$ cat src/core/biaf_consts.vh
// constants shared by the boot info acknowledge and valid flag block
`ifndef BIAF_CONSTS_VH
`define BIAF_CONSTS_VH

// ***************************************************************
// register indices, byte address is four times the index
// ***************************************************************
`define BIAF_IDX_CLR 6'h03
`define BIAF_IDX_ACK 6'h04
`define BIAF_IDX_FLAGS 6'h05
`define BIAF_IDX_STAT 6'h06
`define BIAF_ADDR_LOW 2'h0

// ***************************************************************
// field positions
// ***************************************************************
`define BIAF_ACK_MASK_LSB 0
`define BIAF_ACK_DATA_LSB 8
`define BIAF_VALID_BIT 7
`define BIAF_CLR_PWR 0
`define BIAF_CLR_BTN 1
`define BIAF_CLR_WDT 2
`define BIAF_CLR_TMO 3
`define BIAF_CLR_PEF 4
`define BIAF_STAT_TMO_SEEN 0
`define BIAF_STAT_TMR_RUN 1

// ***************************************************************
// reset values
// ***************************************************************
`define BIAF_ACK_RST 8'h00
`define BIAF_FLAGS_RST 8'h00
`define BIAF_CLR_RST 5'h00
`define BIAF_RD_ZERO 32'h0000_0000
`define BIAF_MASK_RD 8'h00

// ***************************************************************
// timing
// ***************************************************************
`define BIAF_CLK_HZ 36'h0_0bebc200
`define BIAF_VALID_TMO_S 36'h0_0000003c
`define BIAF_TMO_CYC (`BIAF_VALID_TMO_S * `BIAF_CLK_HZ)

`endif

$ cat src/core/biaf_ack_store.v
// acknowledge byte storage with per-bit write mask
`default_nettype none
`include "biaf_consts.vh"

module biaf_ack_store (
    // clock and reset
    input wire clk,
    input wire rst_b,
    // update from the register port
    input wire wr_en,
    input wire [7:0] wr_mask,
    input wire [7:0] wr_data,
    // stored byte
    output reg [7:0] ack_r
);

    wire [7:0] ack_nxt;

    // mask and data land in one edge, never half an update
    assign ack_nxt = (ack_r & ~wr_mask) | (wr_data & wr_mask);

    always @(posedge clk or negedge rst_b) begin
        if (!rst_b) begin
            ack_r <= `BIAF_ACK_RST;
        end else if (wr_en) begin
            ack_r <= ack_nxt;
        end
    end

endmodule // biaf_ack_store

`default_nettype wire

$ cat src/core/biaf_top.v
// boot info acknowledge byte and boot flags valid bit, register port top
//
// How it works
// the write mask of the acknowledge parameter is not stored and always reads as zero.
// each acknowledge bit whose mask bit is one takes the written data, the rest keep.
// the acknowledge byte clears to zero on controller reset or power-up.
// the boot starter normally loads all ones into the acknowledge byte before a boot.
// the boot starter may write zeros to chosen bits so those consumers ignore the info.
// writers put ones in acknowledge bits 7 to 5 and readers ignore those bits.
// a zero in acknowledge bits 4 to 0 means vendor, sms, system_loader or self-test is done.
// each consumer reads the boot options and then clears only its own bit.
// bit 7 of the first boot flags byte is the valid bit, set by software and held.
// the device may clear the valid bit itself as the clearing parameter selects.
// unless clearing bit 3 is set, no chassis command for 60 s clears the valid bit.
// mask and data of one acknowledge write are applied together as one update.
//
// Our own choice: the address-and-strobe port.
`default_nettype none
`include "biaf_consts.vh"

module biaf_top #(
    parameter [35:0] VALID_TMO_CYC = `BIAF_TMO_CYC,
    parameter AW = 8
) (
    // clock and reset
    input wire clk,
    input wire rst_b,
    // register port
    input wire [AW-1:0] addr,
    input wire [31:0] wr_data,
    input wire wr_en,
    input wire rd_en,
    output reg [31:0] rd_data,
    // chassis control command seen, one-cycle pulse on clk
    input wire chassis_cmd,
    // reset causes from the platform, asynchronous levels
    input wire pwr_up_evt,
    input wire btn_reset_evt,
    input wire wdt_reset_evt,
    input wire pef_reset_evt,
    // state for the rest of the controller
    output reg boot_valid,
    output reg [7:0] boot_ack
);

    // ***************************************************************
    // address decode
    // ***************************************************************
    wire [AW-3:0] word_idx;
    wire word_aligned;
    wire sel_clr;
    wire sel_ack;
    wire sel_flags;
    wire sel_stat;

    assign word_idx = addr[AW-1:2];
    assign word_aligned = (addr[1:0] == `BIAF_ADDR_LOW);

    assign sel_clr = word_aligned && (word_idx == `BIAF_IDX_CLR);
    assign sel_ack = word_aligned && (word_idx == `BIAF_IDX_ACK);
    assign sel_flags = word_aligned && (word_idx == `BIAF_IDX_FLAGS);
    assign sel_stat = word_aligned && (word_idx == `BIAF_IDX_STAT);

    wire wr_clr;
    wire wr_ack;
    wire wr_flags;
    wire wr_stat;

    assign wr_clr = wr_en && sel_clr;
    assign wr_ack = wr_en && sel_ack;
    assign wr_flags = wr_en && sel_flags;
    assign wr_stat = wr_en && sel_stat;

    // ***************************************************************
    // reset cause synchronisers
    // ***************************************************************
    // order: power-up, button, watchdog, event filter
    wire [3:0] evt_raw;
    reg [3:0] evt_s1_r;
    reg [3:0] evt_s2_r;
    reg [3:0] evt_s3_r;
    wire [3:0] evt_rise;

    assign evt_raw = {pef_reset_evt, wdt_reset_evt, btn_reset_evt, pwr_up_evt};

    genvar gi;
    generate
        for (gi = 0; gi < 4; gi = gi + 1) begin : g_evt_sync
            always @(posedge clk or negedge rst_b) begin
                if (!rst_b) begin
                    evt_s1_r[gi] <= 1'b0;
                    evt_s2_r[gi] <= 1'b0;
                    evt_s3_r[gi] <= 1'b0;
                end else begin
                    evt_s1_r[gi] <= evt_raw[gi];
                    evt_s2_r[gi] <= evt_s1_r[gi];
                    evt_s3_r[gi] <= evt_s2_r[gi];
                end
            end
            // edge taken from the second and third stages
            assign evt_rise[gi] = evt_s2_r[gi] && !evt_s3_r[gi];
        end
    endgenerate

    // ***************************************************************
    // valid bit clearing parameter
    // ***************************************************************
    reg [4:0] clr_cfg_r;

    always @(posedge clk or negedge rst_b) begin
        if (!rst_b) begin
            clr_cfg_r <= `BIAF_CLR_RST;
        end else if (wr_clr) begin
            clr_cfg_r <= wr_data[4:0];
        end
    end

    // ***************************************************************
    // acknowledge byte
    // ***************************************************************
    wire [7:0] ack_q;

    // reserved bits 7..5 are stored as written; software is told to
    // keep them at one and to ignore them on read
    biaf_ack_store u_ack (
        .clk(clk),
        .rst_b(rst_b),
        .wr_en(wr_ack),
        .wr_mask(wr_data[`BIAF_ACK_MASK_LSB +: 8]),
        .wr_data(wr_data[`BIAF_ACK_DATA_LSB +: 8]),
        .ack_r(ack_q)
    );

    // ***************************************************************
    // chassis command timeout
    // ***************************************************************
    reg [7:0] flags_r;
    wire tmr_run;
    wire tmr_restart;
    wire tmr_expire;
    wire tmr_busy;

    // countdown only matters while the flags claim to be valid
    assign tmr_run = flags_r[`BIAF_VALID_BIT] && !clr_cfg_r[`BIAF_CLR_TMO];
    assign tmr_restart = chassis_cmd || wr_flags;

    biaf_valid_timer #(
        .TMO_CYC(VALID_TMO_CYC)
    ) u_tmr (
        .clk(clk),
        .rst_b(rst_b),
        .run(tmr_run),
        .restart(tmr_restart),
        .expire_r(tmr_expire),
        .busy_r(tmr_busy)
    );

    // ***************************************************************
    // automatic clearing of the valid bit
    // ***************************************************************
    wire clr_by_pwr;
    wire clr_by_btn;
    wire clr_by_wdt;
    wire clr_by_pef;
    wire auto_clr;

    assign clr_by_pwr = evt_rise[0] && !clr_cfg_r[`BIAF_CLR_PWR];
    assign clr_by_btn = evt_rise[1] && !clr_cfg_r[`BIAF_CLR_BTN];
    assign clr_by_wdt = evt_rise[2] && !clr_cfg_r[`BIAF_CLR_WDT];
    assign clr_by_pef = evt_rise[3] && !clr_cfg_r[`BIAF_CLR_PEF];

    assign auto_clr = tmr_expire || clr_by_pwr || clr_by_btn || clr_by_wdt || clr_by_pef;

    // ***************************************************************
    // first boot flags byte
    // ***************************************************************
    reg [7:0] flags_nxt;

    // a software write wins over a same-cycle automatic clear
    always @* begin
        flags_nxt = flags_r;
        if (wr_flags) begin
            flags_nxt = wr_data[7:0];
        end else if (auto_clr) begin
            flags_nxt[`BIAF_VALID_BIT] = 1'b0;
        end
    end

    always @(posedge clk or negedge rst_b) begin
        if (!rst_b) begin
            flags_r <= `BIAF_FLAGS_RST;
        end else begin
            flags_r <= flags_nxt;
        end
    end

    // ***************************************************************
    // status: sticky timeout flag, write one to clear
    // ***************************************************************
    reg tmo_seen_r;

    always @(posedge clk or negedge rst_b) begin
        if (!rst_b) begin
            tmo_seen_r <= 1'b0;
        end else if (tmr_expire) begin
            // set beats clear so an expiry is never lost
            tmo_seen_r <= 1'b1;
        end else if (wr_stat && wr_data[`BIAF_STAT_TMO_SEEN]) begin
            tmo_seen_r <= 1'b0;
        end
    end

    // ***************************************************************
    // read mux
    // ***************************************************************
    reg [31:0] rd_mux;

    always @* begin
        rd_mux = `BIAF_RD_ZERO;
        if (sel_clr) begin
            rd_mux[4:0] = clr_cfg_r;
        end else if (sel_ack) begin
            rd_mux[`BIAF_ACK_MASK_LSB +: 8] = `BIAF_MASK_RD;
            rd_mux[`BIAF_ACK_DATA_LSB +: 8] = ack_q;
        end else if (sel_flags) begin
            rd_mux[7:0] = flags_r;
        end else if (sel_stat) begin
            rd_mux[`BIAF_STAT_TMO_SEEN] = tmo_seen_r;
            rd_mux[`BIAF_STAT_TMR_RUN] = tmr_busy;
        end
    end

    // read data stand only in the cycle after the strobe
    always @(posedge clk or negedge rst_b) begin
        if (!rst_b) begin
            rd_data <= `BIAF_RD_ZERO;
        end else if (rd_en) begin
            rd_data <= rd_mux;
        end else begin
            rd_data <= `BIAF_RD_ZERO;
        end
    end

    // ***************************************************************
    // registered state outputs
    // ***************************************************************
    always @(posedge clk or negedge rst_b) begin
        if (!rst_b) begin
            boot_valid <= 1'b0;
            boot_ack <= `BIAF_ACK_RST;
        end else begin
            boot_valid <= flags_nxt[`BIAF_VALID_BIT];
            boot_ack <= wr_ack ? ((ack_q & ~wr_data[`BIAF_ACK_MASK_LSB +: 8])
                | (wr_data[`BIAF_ACK_DATA_LSB +: 8] & wr_data[`BIAF_ACK_MASK_LSB +: 8]))
                : ack_q;
        end
    end

endmodule // biaf_top

`default_nettype wire

$ cat src/core/biaf_valid_timer.v
// countdown that expires when no chassis command arrives in time
`default_nettype none
`include "biaf_consts.vh"

module biaf_valid_timer #(
    parameter [35:0] TMO_CYC = `BIAF_TMO_CYC
) (
    // clock and reset
    input wire clk,
    input wire rst_b,
    // control
    input wire run,
    input wire restart,
    // result
    output reg expire_r,
    output reg busy_r
);

    reg [35:0] cnt_r;

    always @(posedge clk or negedge rst_b) begin
        if (!rst_b) begin
            cnt_r <= 36'h0_00000000;
            expire_r <= 1'b0;
            busy_r <= 1'b0;
        end else if (!run) begin
            // idle: hold a full count ready for the next start
            cnt_r <= TMO_CYC;
            expire_r <= 1'b0;
            busy_r <= 1'b0;
        end else if (restart || !busy_r) begin
            cnt_r <= TMO_CYC;
            expire_r <= 1'b0;
            busy_r <= 1'b1;
        end else if (cnt_r <= 36'h0_00000001) begin
            cnt_r <= TMO_CYC;
            expire_r <= 1'b1;
            busy_r <= 1'b1;
        end else begin
            cnt_r <= cnt_r - 36'h0_00000001;
            expire_r <= 1'b0;
            busy_r <= 1'b1;
        end
    end

endmodule // biaf_valid_timer

`default_nettype wire

$ cat config.mk
export PLATFORM = sky130hd
export DESIGN_NAME = biaf_top
export DESIGN_NICKNAME = d
export VERILOG_FILES = /design/src/core/biaf_ack_store.v /design/src/core/biaf_top.v /design/src/core/biaf_valid_timer.v
export VERILOG_INCLUDE_DIRS = /design/src /design/src/core
export SDC_FILE = /design/constraint.sdc
export NUM_CORES = 1
export LEC_CHECK = 0
export CAP_MARGIN = 20
export CORE_AREA = 3 3 88 90
export DETAILED_ROUTE_END_ITERATION = 7
export DIE_AREA = 0 0 91 93
export DONT_BUFFER_PORTS = 1
export PLACE_DENSITY_LB_ADDON = 0.3
export SLEW_MARGIN = 30
export SYNTH_ARGS = -nofsm -noshare
export SYNTH_HDL_FRONTEND = slang
export SYNTH_SLANG_ARGS = --single-unit
$ cat constraint.sdc
create_clock -name clk -period 2.1 [get_ports clk]
set_input_delay 0.105 -clock clk [delete_from_list [all_inputs] [get_ports clk]]
set_output_delay 0.105 -clock clk [all_outputs]
set_load 0.02 [all_outputs]
; ---- After elaboration in Yosys (flattened, before gate mapping)
; Index checks and enable logic that the tools add are counted.
[classes]
add_sub_neg = 1
order_cmp = 1
eq_ne = 4
muxes = 20
bitwise = 4
n_reduce_logical = 37
[ops]
columns = op, count
row1 = two-way mux 36 bit, 3
row2 = less-or-equal comparator 36 x 1 -> 1 bit (second input constant), 1
row3 = subtractor 36 x 1 -> 36 bit (second input constant), 1
row4 = two-way mux 8 bit, 3
row5 = equality test 6 x 3 -> 1 bit (second input constant), 3
row6 = logical AND 1 bit, 18
row7 = AND 8 bit, 2
row8 = two-way mux 16 bit, 1
row9 = two-way mux 11 bit, 1
row10 = zero test 1 bit, 10
row11 = two-way mux 1 bit, 8
row12 = inverter 8 bit, 1
row13 = bitwise OR 8 bit, 1
row14 = equality test 6 x 2 -> 1 bit (second input constant), 1
row15 = logical OR 1 bit, 6
row16 = two-way mux 6 bit, 1
row17 = two-way mux 5 bit, 1
row18 = two-way mux 2 bit, 2
row19 = nonzero test 2 bit, 2
row20 = zero test 2 bit, 1
[totals]
register_bits = 88
input_bits = 49
elab_cells = 88

; ---- Longest topological paths before layout
[depth]
depth_word = 9
depth_mapped = 8
ltp_nobuf = 7

; ---- By module
; A second synthesis with hierarchy kept.
[hier_totals]
hier_cells = 394
area_unflattened_um2 = 4410.5
[modules_own_cells]
columns = module, instances, cells_per_inst, area_per_inst_um2
row1 = biaf_top, 1, 149, 2024.4
row2 = biaf_valid_timer, 1, 220, 2024.4
row3 = biaf_ack_store, 1, 25, 361.6

; ---- Worst setup path after synthesis
; Ideal clock, no wire load.
[synth_timing]
kind = reg2reg
from = reg u_tmr.cnt_r[29]
to = reg u_tmr.cnt_r[21]
arrival_time_ps = 1842
required_time_ps = 1981
slack_ps = 139
stages_incl_launch_ff = 8
path_buffers = 2
synth_period_minus_slack_ps = 1961
path_cell_list = dfrtp_1 or4_4 or3_4 nor4_2 or2_1 buf_4 buf_6 nor2_1
[synth_between]
elab_chain_cells = 4
[synth_rtl]
columns = element, line
row1 = from (decl), biaf_valid_timer.v:19  ; reg [35:0] cnt_r;
row2 = from (signal assigned), biaf_valid_timer.v:40  ; cnt_r <= cnt_r - 36'h0_00000001;
row3 = less-or-equal comparator 36 x 1 -> 1 bit, biaf_valid_timer.v:35  ; end else if (cnt_r <= 36'h0_00000001) begin
row4 = two-way mux 36 bit, biaf_valid_timer.v:35
row5 = two-way mux 36 bit, biaf_valid_timer.v:31  ; end else if (restart || !busy_r) begin
row6 = two-way mux 36 bit, biaf_valid_timer.v:26  ; end else if (!run) begin
; Every way passes these cells.
; A chain may end at the register's enable or synchronous reset.

; ---- Final worst setup path
[layout_timing]
from = reg u_tmr.cnt_r[29]
to = reg u_tmr.cnt_r[6]
; The elaborated chain is that of the path after synthesis.

==> metrics.yaml <==
global_route_wire_length_before_repair_mm: 12.7
post_synthesis_cell_count: 331
hold_path_class: "input port to async pin"
slew_headroom_pct: 65.0
cts_tree: "done"
synth-seq-area-share_pct: 56.7
antenna_left: 0
dp_hpwl_mm: 4.98
worst_path_max_delay_cell: "sky130_fd_sc_hd__or4_4"
synth_flop_cell: "sky130_fd_sc_hd__dfrtp_1"
worstSkewPairLatency_ps: 360
floorplan.initialDensity_pct: 54.5
synth_edf_count: 0
num_vias: 2603
worst-slew-pin-transition_ps: 522
num_cts_buffers: 9
first_pass_iters: 4
final_net_count: 432
critPathArrivalTime_ps: 2280
synth_warnings: 0
wl_per_cell_um: 15.8
drt_wl_total_mm: 7.67
core_area_sq_um: 7140
dpl_worst_slack_ps: 65.9
maxCapViolations: 0
highest_layer: "met4"
synthesis.area_per_instance_sq_um: 11.7
grt_max_degree: 89
ctsHtreeMaxLevel: 3
rrSetupSlack_ps: 70
post_route_cells_drive_above_1_share_pct: 20.0
skew_ps: 13.3
failed_checks: "negative hold slack"
crit_path_cell_trace: "or4_4, or3_4, nor4_4, or2_4, buf_4, nor2_1"
post-synth-top-count-cell: "sky130_fd_sc_hd__dfrtp_1"
setup-violations-final: 0
yosys_register_bits: 88
io-pin-count: 90
slowest_delay_ps: 560
stdcell_count: 484
grt_ovf: 0
synth_cell_type_count: 42
hold_slack_ps: -581
peak_freq_mhz: 491
final_critical_path_setup_slack_ps: 65.1
io_buffer_count: 0
drt-initial-drc-count: 122
dpl-instance-area_sq_um: 4040
tns_ps: 0
p_total_mw: 2.90
synth_area_leader_cell: "sky130_fd_sc_hd__dfrtp_1"
area_of_the_mapped_netlist_sq_um: 3890
wire_length_on_met3_um: 357
timing.final.hold_violations: 88
avgViaCountPerCell: 5.38
chipHeight_um: 93
cp.required_ps: 2350
ctsRootBufferMaster: "sky130_fd_sc_hd__clkbuf_8"
chipWidth_um: 91
area.growth.synth_to_final_pct: 16.7
routabilityCongestion: 0.799
post-synth-top-area-fraction_pct: 56.7
cts_hold_repair.buffers: 27
antenna-diode-count: 0
antenna_found_initial: 0
wl_met1_mm: 3.32
final-max-slew-violation-count: 0
kind_of_critical_path: "flop to flop"
worst_setup_path_start_kind: "flop"
static-leakage-power_nw: 1.96
layout_worst_path_cycle_share_pct: 96.9
remaining_design_rule_violation_count: 0
power_density_nw_per_um2: 640
layout_min_cycle_time_ps: 2030
post-route-cell-area_sq_um: 4530
setup_repair_after_global_routing_missed_its_margin: "yes"
finish.utilization_pct: 63.5
floorplan_die_area_sq_um: 8460
worstSetupEndpointType: "flop"
synthTopCellsByCount: "sky130_fd_sc_hd__dfrtp_1, sky130_fd_sc_hd__nor2_1, sky130_fd_sc_hd__nand2_1"
num_rows: 31
clock_sink_count: 88
grt_usage_pct: 19.3
post_synth_main_area_contributors: "sky130_fd_sc_hd__dfrtp_1, sky130_fd_sc_hd__mux2_2, sky130_fd_sc_hd__xnor2_1, sky130_fd_sc_hd__buf_4, sky130_fd_sc_hd__nor2_1"
dp.cells: 440
peak_supply_drop_uv: 419
met2RoutedLength_mm: 3.83
worst-path-max-fanout: 6
run_status: "complete, but fails checks"
clkSlewWorstSetupHoldPaths_ps: 90
grt_pass1_vias: 2652
clock_tree_buffer_depth: 2
async_reset_ff_share_pct: 100
==> layout by cell type, fill, tap and decap left out, types with 9 or more instances in the layout <==
cell | Yosys | layout
sky130_fd_sc_hd__buf_4 | 17 | 19
sky130_fd_sc_hd__nor3_1 | 19 | 19
sky130_fd_sc_hd__nor2_1 | 34 | 34
sky130_fd_sc_hd__dlygate4sd3_1 | 0 | 27
sky130_fd_sc_hd__mux2_2 | 21 | 21
sky130_fd_sc_hd__clkbuf_8 | 0 | 9
sky130_fd_sc_hd__and2_1 | 9 | 9
sky130_fd_sc_hd__dfrtp_1 | 88 | 88
sky130_fd_sc_hd__conb_1 | 1 | 16
sky130_fd_sc_hd__nand2_1 | 27 | 27
sky130_fd_sc_hd__xnor2_1 | 26 | 26
==> metal layers <==
layer	global-route usage, %	up-vias
met1	23.3	1296
li1	-	1215
met4	9.30	0
met5	0	-
met2	33.0	76
met3	4.18	16
==> final timing paths <==
check	start	to	depth (start not counted)
worst max-delay path	u_tmr.cnt_r[29]	u_tmr.cnt_r[6]	6
worst min register to register	evt_s1_r[1]	evt_s2_r[1]	0
worst max register to register	u_tmr.cnt_r[29]	u_tmr.cnt_r[6]	6
worst min-delay path	rst_b	flags_r[1]	0
max in group asynchronous	rst_b	evt_s1_r[1]	0
min in group clk	addr[6]	tmo_seen_r	3
==> registers in the layout, summed over array words and instances, names as in the netlist, named ones only <==
signal / flops
evt_s1_r: 4
boot_valid: 1
evt_s2_r: 4
rd_data: 16
tmo_seen_r: 1
u_tmr.expire_r: 1
u_tmr.cnt_r: 36
clr_cfg_r: 5
flags_r: 7
u_tmr.busy_r: 1
evt_s3_r: 4
==> cell type report <==
type | count | area [sq um]
well taps | 99 | 124
fillers | 569 | 2600
clock inverters | 6 | 52.6
repair buffers | 48 | 439
inverters | 3 | 11.3
flip-flops and latches | 88 | 2200
multi-input cells | 231 | 1580
clock buffers | 9 | 124
==> cell families after synthesis <==
group                    count (synthesis)  synth area share [%]
AND/OR/NAND/NOR                        145                  22.0
AO/OA/AOI/OAI                           15                  2.61
buffers and inverters                   27                  4.70
flip-flops                              88                  56.7
other                                    1                0.0965
adder cells (fa/ha/maj)                  2                 0.644
multiplexers                            21                  6.09
XOR/XNOR                                32                  7.21
==> worst max-delay path, delay by kind of cell, from the launching register on <==
family                 cells  cell delay [ps]
DFF                        1              410
buffers and inverters      1              150
and+or+nand+nor            5             1360
==> where the power goes <==
part	switching (mW)	internal, mW	total (mW)
registers	0.0193	1.72	1.74
clock network	0.624	0.441	1.06
logic	0.0494	0.0503	0.0997
==> what timing repair did <==
action	in CTS	in global routing
resized for setup	0	9
setup buffers	0	1
setup endpoints to repair	0	25
endpoints found under the hold margin	123	88
Note: power is estimated with default switching activity, not from simulation.
